===== config.mk =====
export PLATFORM = sky130hd
export DESIGN_NAME = keyboard_legacy_control
export DESIGN_NICKNAME = d
export VERILOG_FILES = /design/src/hdl/kbd_legacy_pkg.sv /design/src/hdl/fast_reset_timer.sv /design/src/hdl/keyboard_legacy_control.sv
export SDC_FILE = /design/constraint.sdc
export NUM_CORES = 1
export LEC_CHECK = 0
export BUFFER_PORTS_ARGS = -buffer_cell sky130_fd_sc_hd__clkbuf_2
export CAP_MARGIN = 15
export CELL_PAD_IN_SITES_DETAIL_PLACEMENT = 1
export CELL_PAD_IN_SITES_GLOBAL_PLACEMENT = 1
export CORE_MARGIN = 2
export CORE_UTILIZATION = 35
export DETAILED_ROUTE_END_ITERATION = 7
export GPL_ROUTABILITY_DRIVEN = 0
export HOLD_SLACK_MARGIN = 0.08
export PLACE_DENSITY = 0.75
export SETUP_SLACK_MARGIN = 0.02
export SKIP_LAST_GASP = 1
export SYNTH_ARGS = -nofsm -noshare
export SYNTH_HDL_FRONTEND = slang
export SYNTH_SLANG_ARGS = --single-unit
export TNS_END_PERCENT = 20

===== constraint.sdc =====
create_clock -name clock_in -period 2.3 [get_ports clock_in]
set_input_delay 0.23 -clock clock_in [delete_from_list [all_inputs] [get_ports clock_in]]
set_output_delay 0.23 -clock clock_in [all_outputs]
set_load 0.02 [all_outputs]

===== src/hdl/kbd_legacy_pkg.sv =====
// Functional notes
// - Aux hardware mode high: aux data write at 10Ch sets aux output-full.
// - Aux hardware mode low: aux output-full is a plain read/write user bit.
// - Irq gate set passes keyboard output-full and aux data-write flag to interrupts; clear drives low.
// - Keyboard flag select high: keyboard line follows firmware latch at 114h.
// - Keyboard flag select low: keyboard line follows writes to data at 100h.
// - Firmware assist one: firmware bit directly drives the address-20 gate.
// - Firmware assist zero: gate follows host latch or set/clear strobes.
// - Legacy port register uses io-block reset; others use system reset.
// - Legacy port register clears to 00h while io-block reset is asserted.
// - Legacy port register decodes at fixed host I/O address 92h.
// - Host accesses to port 92h answered only while port enable is set.
// - Disabled port: writes ignored, reads leave data bus undriven.
// - Port enable at config index 30h and offset 330h, bit 0 only.
// - Writing fast reset one: wait 14 us, pulse reset low at least 6 us.
// - No further reset pulse until fast reset bit written back to zero.
// - Enabled port, firmware assist zero: gate high if alt bit one; low if alt and latch zero.
// - Any write to set strobe 108h sets host address-20 latch.
// - Any write to clear strobe 10Ch clears host address-20 latch.
// - Command D1 then data copies data bit 1 into latch, no flags raised.
package kbd_legacy_pkg;
  localparam logic [9:0] OFF_LEGACY_PORT = 10'h000;
  localparam logic [9:0] OFF_A20_CTRL = 10'h100;
  localparam logic [9:0] OFF_KBD_CTRL = 10'h108;
  localparam logic [9:0] OFF_A20_SET = 10'h108;
  localparam logic [9:0] OFF_A20_CLR = 10'h10c;
  localparam logic [9:0] OFF_AUX_DATA = 10'h10c;
  localparam logic [9:0] OFF_KBD_DATA = 10'h100;
  localparam logic [9:0] OFF_KBD_LATCH = 10'h114;
  localparam logic [9:0] OFF_PORT_EN = 10'h330;
  localparam logic [7:0] HOST_IO_LEGACY = 8'h92;
  localparam logic [7:0] CFG_IDX_PORT_EN = 8'h30;
  localparam logic [7:0] CMD_A20_WRITE = 8'hd1;
  localparam logic [7:0] RST_LEGACY_PORT = 8'h00;
  localparam logic [7:0] RST_KBD_CTRL = 8'h00;
  localparam logic [7:0] RST_PORT_EN = 8'h00;
  localparam int BIT_AUX_HW = 7;
  localparam int BIT_IRQ_GATE = 5;
  localparam int BIT_KBD_FW_SEL = 2;
  localparam int BIT_FW_A20 = 1;
  localparam int BIT_FAST_RST = 0;
  localparam int BIT_ALT_ADDR20 = 1;
  localparam int CLK_MHZ = 100;
  localparam int FAST_RST_DELAY_US = 14;
  localparam int FAST_RST_PULSE_US = 6;
  localparam int FAST_RST_DELAY_CYC = FAST_RST_DELAY_US * CLK_MHZ;
  localparam int FAST_RST_PULSE_CYC = FAST_RST_PULSE_US * CLK_MHZ;
endpackage


===== src/hdl/fast_reset_timer.sv =====
// Delayed low pulse generator, re-armed only after the request drops.
module fast_reset_timer
  import kbd_legacy_pkg::*;
#(
  parameter int DELAY_CYC = FAST_RST_DELAY_CYC,
  parameter int PULSE_CYC = FAST_RST_PULSE_CYC
) (
  input wire logic clock_in,
  input wire logic rst_n_in,
  input wire logic request_in,
  output logic pulse_n_out
);
  typedef enum logic [1:0] {
    T_IDLE = 2'b00,
    T_WAIT = 2'b01,
    T_PULSE = 2'b10,
    T_HOLD = 2'b11
  } timer_state_e;

  initial begin
    if (DELAY_CYC < 1 || PULSE_CYC < 1 || DELAY_CYC > 65535 ||
        PULSE_CYC > 65535) begin
      $error("fast_reset_timer: counts out of range");
    end
  end

  timer_state_e state_r;
  logic [15:0] count_r;

  // Delay, pulse, then hold until the request bit is cleared.
  always_ff @(posedge clock_in or negedge rst_n_in) begin
    if (!rst_n_in) begin
      state_r <= T_IDLE;
      count_r <= 16'h0000;
    end else begin
      case (state_r)
        T_IDLE: begin
          if (request_in) begin
            state_r <= T_WAIT;
            count_r <= 16'(DELAY_CYC - 1);
          end
        end
        T_WAIT: begin
          if (count_r == 16'h0000) begin
            state_r <= T_PULSE;
            count_r <= 16'(PULSE_CYC - 1);
          end else begin
            count_r <= count_r - 16'h0001;
          end
        end
        T_PULSE: begin
          if (count_r == 16'h0000) begin
            state_r <= T_HOLD;
          end else begin
            count_r <= count_r - 16'h0001;
          end
        end
        T_HOLD: begin
          if (!request_in) begin
            state_r <= T_IDLE;
          end
        end
        default: state_r <= T_IDLE;
      endcase
    end
  end

  // Pulse output is registered to stay glitch free.
  always_ff @(posedge clock_in or negedge rst_n_in) begin
    if (!rst_n_in) begin
      pulse_n_out <= 1'b1;
    end else begin
      pulse_n_out <= !((state_r == T_WAIT && count_r == 16'h0000) ||
                       (state_r == T_PULSE && count_r != 16'h0000));
    end
  end
endmodule // fast_reset_timer


===== src/hdl/keyboard_legacy_control.sv =====
// Keyboard control register and legacy port logic.
module keyboard_legacy_control
  import kbd_legacy_pkg::*;
#(
  parameter int DELAY_CYC = FAST_RST_DELAY_CYC,
  parameter int PULSE_CYC = FAST_RST_PULSE_CYC
) (
  input wire logic clock_in,
  input wire logic rst_n_in,
  input wire logic io_block_reset_n_in,
  // Controller peripheral bus.
  input wire logic [9:0] ec_addr_in,
  input wire logic ec_write_in,
  input wire logic ec_read_in,
  input wire logic [7:0] ec_wdata_in,
  output logic [7:0] ec_rdata_out,
  // Host I/O and configuration access.
  input wire logic [7:0] host_addr_in,
  input wire logic host_io_write_in,
  input wire logic host_io_read_in,
  input wire logic host_cfg_write_in,
  input wire logic host_cfg_read_in,
  input wire logic [7:0] host_wdata_in,
  output logic [7:0] host_rdata_out,
  output logic host_rdata_oe_out,
  // Host interface events from the data path.
  input wire logic host_data_read_in,
  input wire logic host_cmd_valid_in,
  input wire logic host_data_valid_in,
  input wire logic [7:0] host_byte_in,
  input wire logic output_buffer_full_in,
  input wire logic kbd_reset_req_in,
  // Outputs.
  output logic aux_output_full_out,
  output logic kbd_irq_line_out,
  output logic mouse_irq_line_out,
  output logic addr20_gate_out,
  output logic fast_reset_pulse_n_out,
  output logic cpu_reset_out
);
  logic sys_rst_n;
  assign sys_rst_n = rst_n_in;

  ////////////////////////////////////////////////////////////////////////////
  // Decode helpers.

  // Matches a controller write at a given offset.
  function automatic logic ec_wr_at(input logic [9:0] off);
    return ec_write_in && ec_addr_in == off;
  endfunction

  logic [7:0] kbd_ctrl_r;
  logic port_en_r;
  logic [7:0] legacy_port_r;
  logic fw_a20_r;
  logic host_a20_r;
  logic kbd_data_flag_r;
  logic kbd_fw_latch_r;
  logic aux_full_r;
  logic aux_irq_flag_r;
  logic cmd_d1_pending_r;
  logic kbd_output_full_line;
  logic port_hit;

  assign port_hit = host_addr_in == HOST_IO_LEGACY;

  ////////////////////////////////////////////////////////////////////////////
  // Keyboard control register.

  // Fully firmware writable on the system reset.
  always_ff @(posedge clock_in or negedge sys_rst_n) begin
    if (!sys_rst_n) begin
      kbd_ctrl_r <= RST_KBD_CTRL;
    end else if (ec_wr_at(OFF_KBD_CTRL)) begin
      kbd_ctrl_r <= ec_wdata_in;
    end
  end

  ////////////////////////////////////////////////////////////////////////////
  // Port enable register, bit 0 only, other bits read zero.

  // Writable by host configuration and by the controller.
  always_ff @(posedge clock_in or negedge sys_rst_n) begin
    if (!sys_rst_n) begin
      port_en_r <= RST_PORT_EN[0];
    end else if (host_cfg_write_in && host_addr_in == CFG_IDX_PORT_EN) begin
      port_en_r <= host_wdata_in[0];
    end else if (ec_wr_at(OFF_PORT_EN)) begin
      port_en_r <= ec_wdata_in[0];
    end
  end

  ////////////////////////////////////////////////////////////////////////////
  // Legacy port register on the io-block reset.

  // Only bits 0 and 1 are storage; host writes need the port enabled.
  always_ff @(posedge clock_in or negedge io_block_reset_n_in) begin
    if (!io_block_reset_n_in) begin
      legacy_port_r <= RST_LEGACY_PORT;
    end else if (host_io_write_in && port_hit && port_en_r) begin
      legacy_port_r <= {6'h00, host_wdata_in[1:0]};
    end else if (ec_wr_at(OFF_LEGACY_PORT)) begin
      legacy_port_r <= {6'h00, ec_wdata_in[1:0]};
    end
  end

  ////////////////////////////////////////////////////////////////////////////
  // Address-20 latches.

  // Firmware gate bit, used when firmware assist is on.
  always_ff @(posedge clock_in or negedge sys_rst_n) begin
    if (!sys_rst_n) begin
      fw_a20_r <= 1'b0;
    end else if (ec_wr_at(OFF_A20_CTRL)) begin
      fw_a20_r <= ec_wdata_in[0];
    end
  end

  // Host latch: strobes from the controller, command D1 from the host.
  always_ff @(posedge clock_in or negedge sys_rst_n) begin
    if (!sys_rst_n) begin
      host_a20_r <= 1'b1;
      cmd_d1_pending_r <= 1'b0;
    end else begin
      if (ec_wr_at(OFF_A20_SET)) begin
        host_a20_r <= 1'b1;
      end else if (ec_wr_at(OFF_A20_CLR)) begin
        host_a20_r <= 1'b0;
      end else if (host_data_valid_in && cmd_d1_pending_r) begin
        host_a20_r <= host_byte_in[1];
      end
      if (host_cmd_valid_in) begin
        cmd_d1_pending_r <= host_byte_in == CMD_A20_WRITE;
      end else if (host_data_valid_in) begin
        cmd_d1_pending_r <= 1'b0;
      end
    end
  end

  ////////////////////////////////////////////////////////////////////////////
  // Output-full flags.

  // Keyboard data flag: set by data write, cleared by host read; set wins.
  always_ff @(posedge clock_in or negedge sys_rst_n) begin
    if (!sys_rst_n) begin
      kbd_data_flag_r <= 1'b0;
      kbd_fw_latch_r <= 1'b0;
    end else begin
      if (ec_wr_at(OFF_KBD_DATA)) begin
        kbd_data_flag_r <= 1'b1;
      end else if (host_data_read_in) begin
        kbd_data_flag_r <= 1'b0;
      end
      if (ec_wr_at(OFF_KBD_LATCH)) begin
        kbd_fw_latch_r <= ec_wdata_in[0];
      end
    end
  end

  // Aux status bit and aux interrupt flag.
  always_ff @(posedge clock_in or negedge sys_rst_n) begin
    if (!sys_rst_n) begin
      aux_full_r <= 1'b0;
      aux_irq_flag_r <= 1'b0;
    end else begin
      if (kbd_ctrl_r[BIT_AUX_HW]) begin
        if (ec_wr_at(OFF_AUX_DATA)) begin
          aux_full_r <= 1'b1;
        end else if (host_data_read_in) begin
          aux_full_r <= 1'b0;
        end
      end else if (ec_wr_at(OFF_KBD_CTRL)) begin
        aux_full_r <= ec_wdata_in[6];
      end
      if (ec_wr_at(OFF_AUX_DATA)) begin
        aux_irq_flag_r <= 1'b1;
      end else if (host_data_read_in) begin
        aux_irq_flag_r <= 1'b0;
      end
    end
  end

  assign kbd_output_full_line = kbd_ctrl_r[BIT_KBD_FW_SEL] ?
      kbd_fw_latch_r : kbd_data_flag_r;

  // Interrupt lines gated by the control bit; firmware keeps it stable
  // while output_buffer_full_in is high.
  always_ff @(posedge clock_in or negedge sys_rst_n) begin
    if (!sys_rst_n) begin
      kbd_irq_line_out <= 1'b0;
      mouse_irq_line_out <= 1'b0;
      aux_output_full_out <= 1'b0;
    end else begin
      kbd_irq_line_out <= kbd_ctrl_r[BIT_IRQ_GATE] &&
                          kbd_output_full_line;
      mouse_irq_line_out <= kbd_ctrl_r[BIT_IRQ_GATE] &&
                            aux_irq_flag_r;
      aux_output_full_out <= aux_full_r;
    end
  end

  ////////////////////////////////////////////////////////////////////////////
  // Address-20 gate output.

  // Firmware bit wins when assist is on; otherwise host latch or alt bit.
  always_ff @(posedge clock_in or negedge sys_rst_n) begin
    if (!sys_rst_n) begin
      addr20_gate_out <= 1'b1;
    end else if (kbd_ctrl_r[BIT_FW_A20]) begin
      addr20_gate_out <= fw_a20_r;
    end else begin
      addr20_gate_out <= host_a20_r ||
          (port_en_r && legacy_port_r[BIT_ALT_ADDR20]);
    end
  end

  ////////////////////////////////////////////////////////////////////////////
  // Fast reset.

  logic fast_req;
  assign fast_req = port_en_r && legacy_port_r[BIT_FAST_RST];

  fast_reset_timer #(
    .DELAY_CYC(DELAY_CYC),
    .PULSE_CYC(PULSE_CYC)
  ) u_timer (
    .clock_in(clock_in),
    .rst_n_in(sys_rst_n),
    .request_in(fast_req),
    .pulse_n_out(fast_reset_pulse_n_out)
  );

  // Processor reset combines both reset sources.
  always_ff @(posedge clock_in or negedge sys_rst_n) begin
    if (!sys_rst_n) begin
      cpu_reset_out <= 1'b0;
    end else begin
      cpu_reset_out <= !fast_reset_pulse_n_out || kbd_reset_req_in;
    end
  end

  ////////////////////////////////////////////////////////////////////////////
  // Read paths, registered one cycle after the strobe.

  // Controller reads; unmapped offsets read zero.
  always_ff @(posedge clock_in or negedge sys_rst_n) begin
    if (!sys_rst_n) begin
      ec_rdata_out <= 8'h00;
    end else if (ec_read_in) begin
      case (ec_addr_in)
        OFF_LEGACY_PORT: ec_rdata_out <= legacy_port_r;
        OFF_A20_CTRL: ec_rdata_out <= {7'h00, kbd_ctrl_r[BIT_FW_A20] ?
                                       fw_a20_r : host_a20_r};
        OFF_KBD_CTRL: ec_rdata_out <= {kbd_ctrl_r[7], aux_full_r,
                                       kbd_ctrl_r[5:0]};
        OFF_KBD_LATCH: ec_rdata_out <= {7'h00, kbd_output_full_line};
        OFF_PORT_EN: ec_rdata_out <= {7'h00, port_en_r};
        default: ec_rdata_out <= 8'h00;
      endcase
    end
  end

  // Host reads; the port leaves the bus undriven when disabled.
  always_ff @(posedge clock_in or negedge sys_rst_n) begin
    if (!sys_rst_n) begin
      host_rdata_out <= 8'h00;
      host_rdata_oe_out <= 1'b0;
    end else if (host_io_read_in && port_hit && port_en_r) begin
      host_rdata_out <= legacy_port_r;
      host_rdata_oe_out <= 1'b1;
    end else if (host_cfg_read_in && host_addr_in == CFG_IDX_PORT_EN) begin
      host_rdata_out <= {7'h00, port_en_r};
      host_rdata_oe_out <= 1'b1;
    end else begin
      host_rdata_out <= 8'h00;
      host_rdata_oe_out <= 1'b0;
    end
  end
endmodule // keyboard_legacy_control


**After elaboration in Yosys (flattened, before gate mapping)**

Cells that the tools add are included.

- Register bits after elaboration: 65
- Output and inout bits: 23
- Logic and storage cells: 109

- Add/sub/neg operators: 1
- Eq/ne operators: 17
- Mux-type cells: 31
- Reductions and logical operators: 39

Operators by type and width:

| kind | number |
|---|---|
| 16-bit two-way mux | 3 |
| 16-bit case mux with 3 select lines | 1 |
| 10-bit by 9-bit equality test with 1-bit output (second input constant) | 4 |
| 8-bit case mux with 5 select lines | 1 |
| 8-bit two-way mux | 3 |
| 1-bit logical AND | 19 |
| 1-bit two-way mux | 18 |
| 8-bit equality test (second input constant) | 2 |
| 16-bit zero test | 1 |
| 16-bit nonzero test | 1 |
| 16-bit by 1-bit subtractor with 16-bit output (second input constant) | 1 |
| 2-bit nonzero test | 6 |
| 10-bit equality test (second input constant) | 1 |
| 10-bit zero test | 1 |
| 8-bit by 6-bit equality test with 1-bit output (second input constant) | 1 |
| 2-bit two-way mux | 4 |
| 2-bit case mux with 4 select lines | 1 |
| 2-bit inequality test (second input constant) | 3 |
| 3-bit nonzero test | 2 |
| 2-bit equality test (second input constant) | 2 |
| 2-bit by 1-bit inequality test with 1-bit output (second input constant) | 2 |
| 4-bit AND reduction | 1 |
| 1-bit logical OR | 3 |
| 3-bit by 2-bit inequality test with 1-bit output (second input constant) | 1 |
| other kinds (5) | 6 |

**Logic depth before layout (Yosys ltp)**

- Word-level depth: 4
- Gate-level depth with buffers: 9
- Gate-level depth less buffers: 7

**Modules after synthesis**

From an unflattened synthesis, not the netlist that was laid out.

- Cells, all modules: 275
- Area total of the unflattened synthesis: 2,945.3 um2

By module, submodules not included:

| module | times used | cells an instance | area each (um2) | sequential area each (um2) |
|---|---|---|---|---|
| keyboard_legacy_control | 1 | 134 | 1,602.8 | 828.3 |
| fast_reset_timer | 1 | 141 | 1,342.5 | 476.7 |

**Worst setup path after synthesis**

Ideal clock, no wire load.

- Path type: register to register
- From: register u_timer.count_r[4]
- To: register u_timer.count_r[10]
- Setup time: 0.121 ns
- Arrival time: 2.022 ns
- Data required time: 2.179 ns
- Setup slack: 0.157 ns
- Cell stages (with the launch flop): 7
- Path buffers: 2
- Clock period less this slack: 2.143 ns
- Cell sequence: dfrtp_1 -> or4_4 -> or4_4 -> o21a_1 -> buf_6 -> buf_6 -> a22o_1

- Word-level cells in the longest chain between the ends: 3
- Elaborated cells between the ends (all ways): 7

RTL lines:

| item | RTL line | text |
|---|---|---|
| start, declared | fast_reset_timer.sv:28 | `logic [15:0] count_r;` |
| start signal, assigned | fast_reset_timer.sv:40 | `count_r <= 16'(DELAY_CYC - 1);` |
| start signal, assigned | fast_reset_timer.sv:46 | `count_r <= 16'(PULSE_CYC - 1);` |
| start signal, assigned | fast_reset_timer.sv:48 | `count_r <= count_r - 16'h0001;` |
| 16-bit by 1-bit subtractor with 16-bit output / 16-bit zero test (equally long branches) | n/a |  |
| 16-bit two-way mux (tied with other cells) | fast_reset_timer.sv:52 | `if (count_r == 16'h0000) begin` |
| 16-bit case mux with 3 select lines / 3-bit AND reduction (equally long branches) | n/a |  |

Several ways; a longest one is shown, not always the timed one. The select of a mux whose other input is x is not followed.
A chain may end at the register's enable or synchronous reset.

**Worst setup path in the final report**

- From: register u_timer.count_r[3]
- To: register u_timer.count_r[0]

- Word-level cells in the longest chain between the ends: 3
- Elaborated cells between the ends (all ways): 5

RTL lines:

| item | RTL line |
|---|---|
| 16-bit zero test * | fast_reset_timer.sv:44, fast_reset_timer.sv:52 |
| 16-bit two-way mux / 2-bit inequality test (equally long branches) | n/a |
| 16-bit case mux with 3 select lines / 3-bit AND reduction (equally long branches) | n/a |

Every way passes the cells marked *; elsewhere a longest branch is shown, timed or not.

==> flow_summary_export.csv <==
group,metric,value,unit
outcome,status,"completed",
route,via_per_inst,5.21,
die,num_rows,32,
route,dr_total_vias,2486,
yosys,synth_compound_area_share,16.9,%
layout,register_area,0.00131,sq mm
grt,use_met3,2.58,%
sta,slew_violations,0,
sta,hold_viol,0,
yosys,synth_seq_cells,52,
yosys,avgSynthCellArea,9.77,sq um
route,firstDrtPassIters,4,
layout,final_common_cell,"clkbuf_2",
grt,grt_use_met1,23.9,%
sta,hold_slack,0.118,ns
grt,grt_pass1_wl,12500,um
worst_setup_path,cpPeakStageDelay,0.53,ns
die,ios,79,
sta,rsz0062_at_grt,"yes",
layout,num-fill-cells,922,
sta,fin_ws,0.0789,ns
layout,fin_nets,436,
layout,diodes,0,
grt,grt_overflow,0,
worst_setup_path,startpoint_type,"flip-flop",
yosys,synth.top_cell.area_share,43.9,%
power,powerDensity,956,mW/mm^2
clock_tree,cts_setup_buffers,0,
clock_tree,tritoncts,"done",
placement,port_buffers,65,
sta,skew,0.00791,ns
yosys,synth_warnings,0,
sta,fmax,0.450,GHz
route,drt_iter0_markers,100,
sta,setup_violations,0,
yosys,yosysTopAreaCell,"dfrtp_1",
route,wl_per_cell,15.5,um
yosys,synthArstFlopShare,100,%
yosys,synthTopCellsByArea,"dfrtp_1 (44%), mux2_2 (6.4%), o21ai_0 (3.2%)",
yosys,postSynthCellCount,286,
run,cap_violations,0,
yosys,yosys.area_share.simple,20.4,%
hold_path,holdCritPathClass,"in -> reg",
layout,final_util,44.9,%
yosys,synth_top_family_by_area,"simple AND/OR/NAND/NOR gates",
sta,fin_crit_sh,96.6,%
clock_tree,root_buffer,"clkbuf_8",
yosys,yosysSeqAreaShare,46.7,%
yosys,syn_area,0.00280,sq mm
worst_setup_path,path_class,"reg -> reg",
power,p_leak,1.65,nW
die,dieHeight,93.4,um
clock_tree,clk_pin_slew,0.11,ns
power,finalPower,0.00332,W
sta,worst_pin_slew,0.723,ns
grt,grt_usage,17.9,%
grt,antenna_found_initial,0,
clock_tree,cts_made_buffers,5,
layout,drive_gt1_share,32.5,%
worst_setup_path,cp.required,2.54,ns
clock_tree,cts.sinks,52,
yosys,synth_edf_count,0,
route,wirelength,7410,um
die,die_w,93.4,um
yosys,synth_fa_ha_area_share,2.69,%
grt,grt_max_degree,22,
placement,dp_slack,0.106,ns
worst_setup_path,crit_slowest_cell,"or4_4",
grt,grt_pass1_vias,2605,
yosys,synthXorXnorAreaFrac,0,%
sta,fin_crit,2.22,ns
layout,layout_common_cells,"clkbuf_2 (65), dfrtp_1 (49), nand2_1 (24)",
grt,globalRouteMet2Util,30.5,%
clock_tree,htree_levels,2,
worst_setup_path,endpoint_kind,"flip-flop",
power,ir_worst_vdd,0.308,mV
route,drc,0,
sta,relSlewSlack,51.4,%
layout,syn2layout_area_growth,24.1,%
yosys,synthFlopType,"dfrtp_1",
worst_setup_path,path_cells,"or4_4 -> or4_4 -> o21a_1 -> buf_4 -> o211ai_1 -> a21boi_1",
route,ant_nets,0,
worst_setup_path,crit_fanout,7,
placement,dp_hpwl,5830,um
die,start_util,36.2,%
worst_setup_path,arrival,2.46,ns
grt,top_usage_layer,"met2",
yosys,ys_types,56,
clock_tree,clk_latency,0.31,ns
die,core-area,0.00773,sq mm
layout,multiInputGateArea,0.00136,sq mm
clock_tree,cts_max_path_buffers,2,
yosys,synthMuxAreaShare,7.52,%
die,dieArea,0.00872,sq mm
worst_setup_path,crit_top_cell,"or4_4",
==> cell type report <==
type	count	share of cell area (%)
Inverter	18	1.95
Timing Repair Buffer	90	14.9
Clock inverter	3	0.721
Sequential cell	52	37.6
Tap cell	102	3.68
Clock buffer	5	1.98
Multi-Input combinational cell	207	39.1
==> layer usage <==
layer | part of all wire (%) | routed length, um
met4 | 1.1 | 85
met5 | 0 | 0
met1 | 45 | 3330
met2 | 50 | 3740
met3 | 3.4 | 251
==> logic make-up (layout without fill, tap and decap cells) <==
| kind of cell | after synthesis | in the layout |
|---|---|---|
| DFF | 52 | 52 |
| muxes | 19 | 19 |
| other | 1 | 6 |
| buffers and inverters | 32 | 116 |
| AOI/OAI and AO/OA | 71 | 71 |
| adders and majority gates | 6 | 6 |
| and+or+nand+nor | 105 | 105 |
==> critical path, delay by kind of cell, from the launching register on <==
family / cells / cell delay, ns
buf+inv: 1 / 0.19
compound gates: 3 / 0.53
simple gates: 2 / 1.01
flops: 1 / 0.42
==> path summary, 6_finish.rpt <==
check	slack, ns	startpoint	end	cells past startpoint
worst max register to register	0.08	u_timer.count_r[3]	u_timer.count_r[0]	6
max in group asynchronous	1.32	rst_n_in	u_timer.count_r[4]	3
worst min-delay path	0.12	kbd_reset_req_in	cpu_reset_out	2
worst min register to register	0.41	aux_full_r	aux_output_full_out	0
min in group asynchronous	0.22	io_block_reset_n_in	legacy_port_r[0]	2
worst max-delay path	0.08	u_timer.count_r[3]	u_timer.count_r[0]	6
==> synth_stat cells, drive strengths merged (3+ instances only) <==
library cell / n
dfrtp: 49
nand2: 24
o21ai: 20
inv: 18
nor2: 18
mux2: 16
a31oi: 11
a21oi: 10
nor3: 10
buf: 9
nand3: 7
or3: 7
ha: 6
or4: 6
clkbuf: 5
nand2b: 5
a21boi: 4
nand3b: 4
nor4: 4
o211ai: 4
and3: 3
dfstp: 3
mux2i: 3
nand4: 3
nor4b: 3
or2: 3
==> state kept, by name, summed over array words and instances, names as in the netlist <==
| signal | cells |
|---|---|
| addr20_gate_out | 1 |
| u_timer.pulse_n_out | 1 |
| kbd_irq_line_out | 1 |
| aux_irq_flag_r | 1 |
| u_timer.count_r | 16 |
| fw_a20_r | 1 |
| kbd_data_flag_r | 1 |
| kbd_ctrl_r | 7 |
| host_rdata_oe_out | 1 |
| legacy_port_r | 2 |
| host_rdata_out | 2 |
| kbd_fw_latch_r | 1 |
| ec_rdata_out | 8 |
| cmd_d1_pending_r | 1 |
| aux_full_r | 1 |
| cpu_reset_out | 1 |
| port_en_r | 1 |
| host_a20_r | 1 |
| mouse_irq_line_out | 1 |
| aux_output_full_out | 1 |
| u_timer.state_r | 2 |
==> per-stage QoR <==
stage	instances	TNS, ns	instance area (sq um)
after detailed placement	467	0	3350
after CTS	477	0	3460
after global routing	477	-0.0102	3470
final	477	0	3470
after floorplan	291	0	2810
after global placement	467	0	3350
==> power by group <==
part	total (W)	internal (W)	switching [W]
combinational	0.00158	0.000678	0.000898
sequential	0.00118	0.00106	0.000121
clock	0.000562	0.000223	0.000340
==> repair_timing <==
action                     4_1_cts  5_1_grt
setup endpoints to repair        0        3
hold endpoints to repair        12        0
hold buffers                     2        0
gates resized for setup          0        1
No activity file was read; power rests on OpenSTA's default activity.
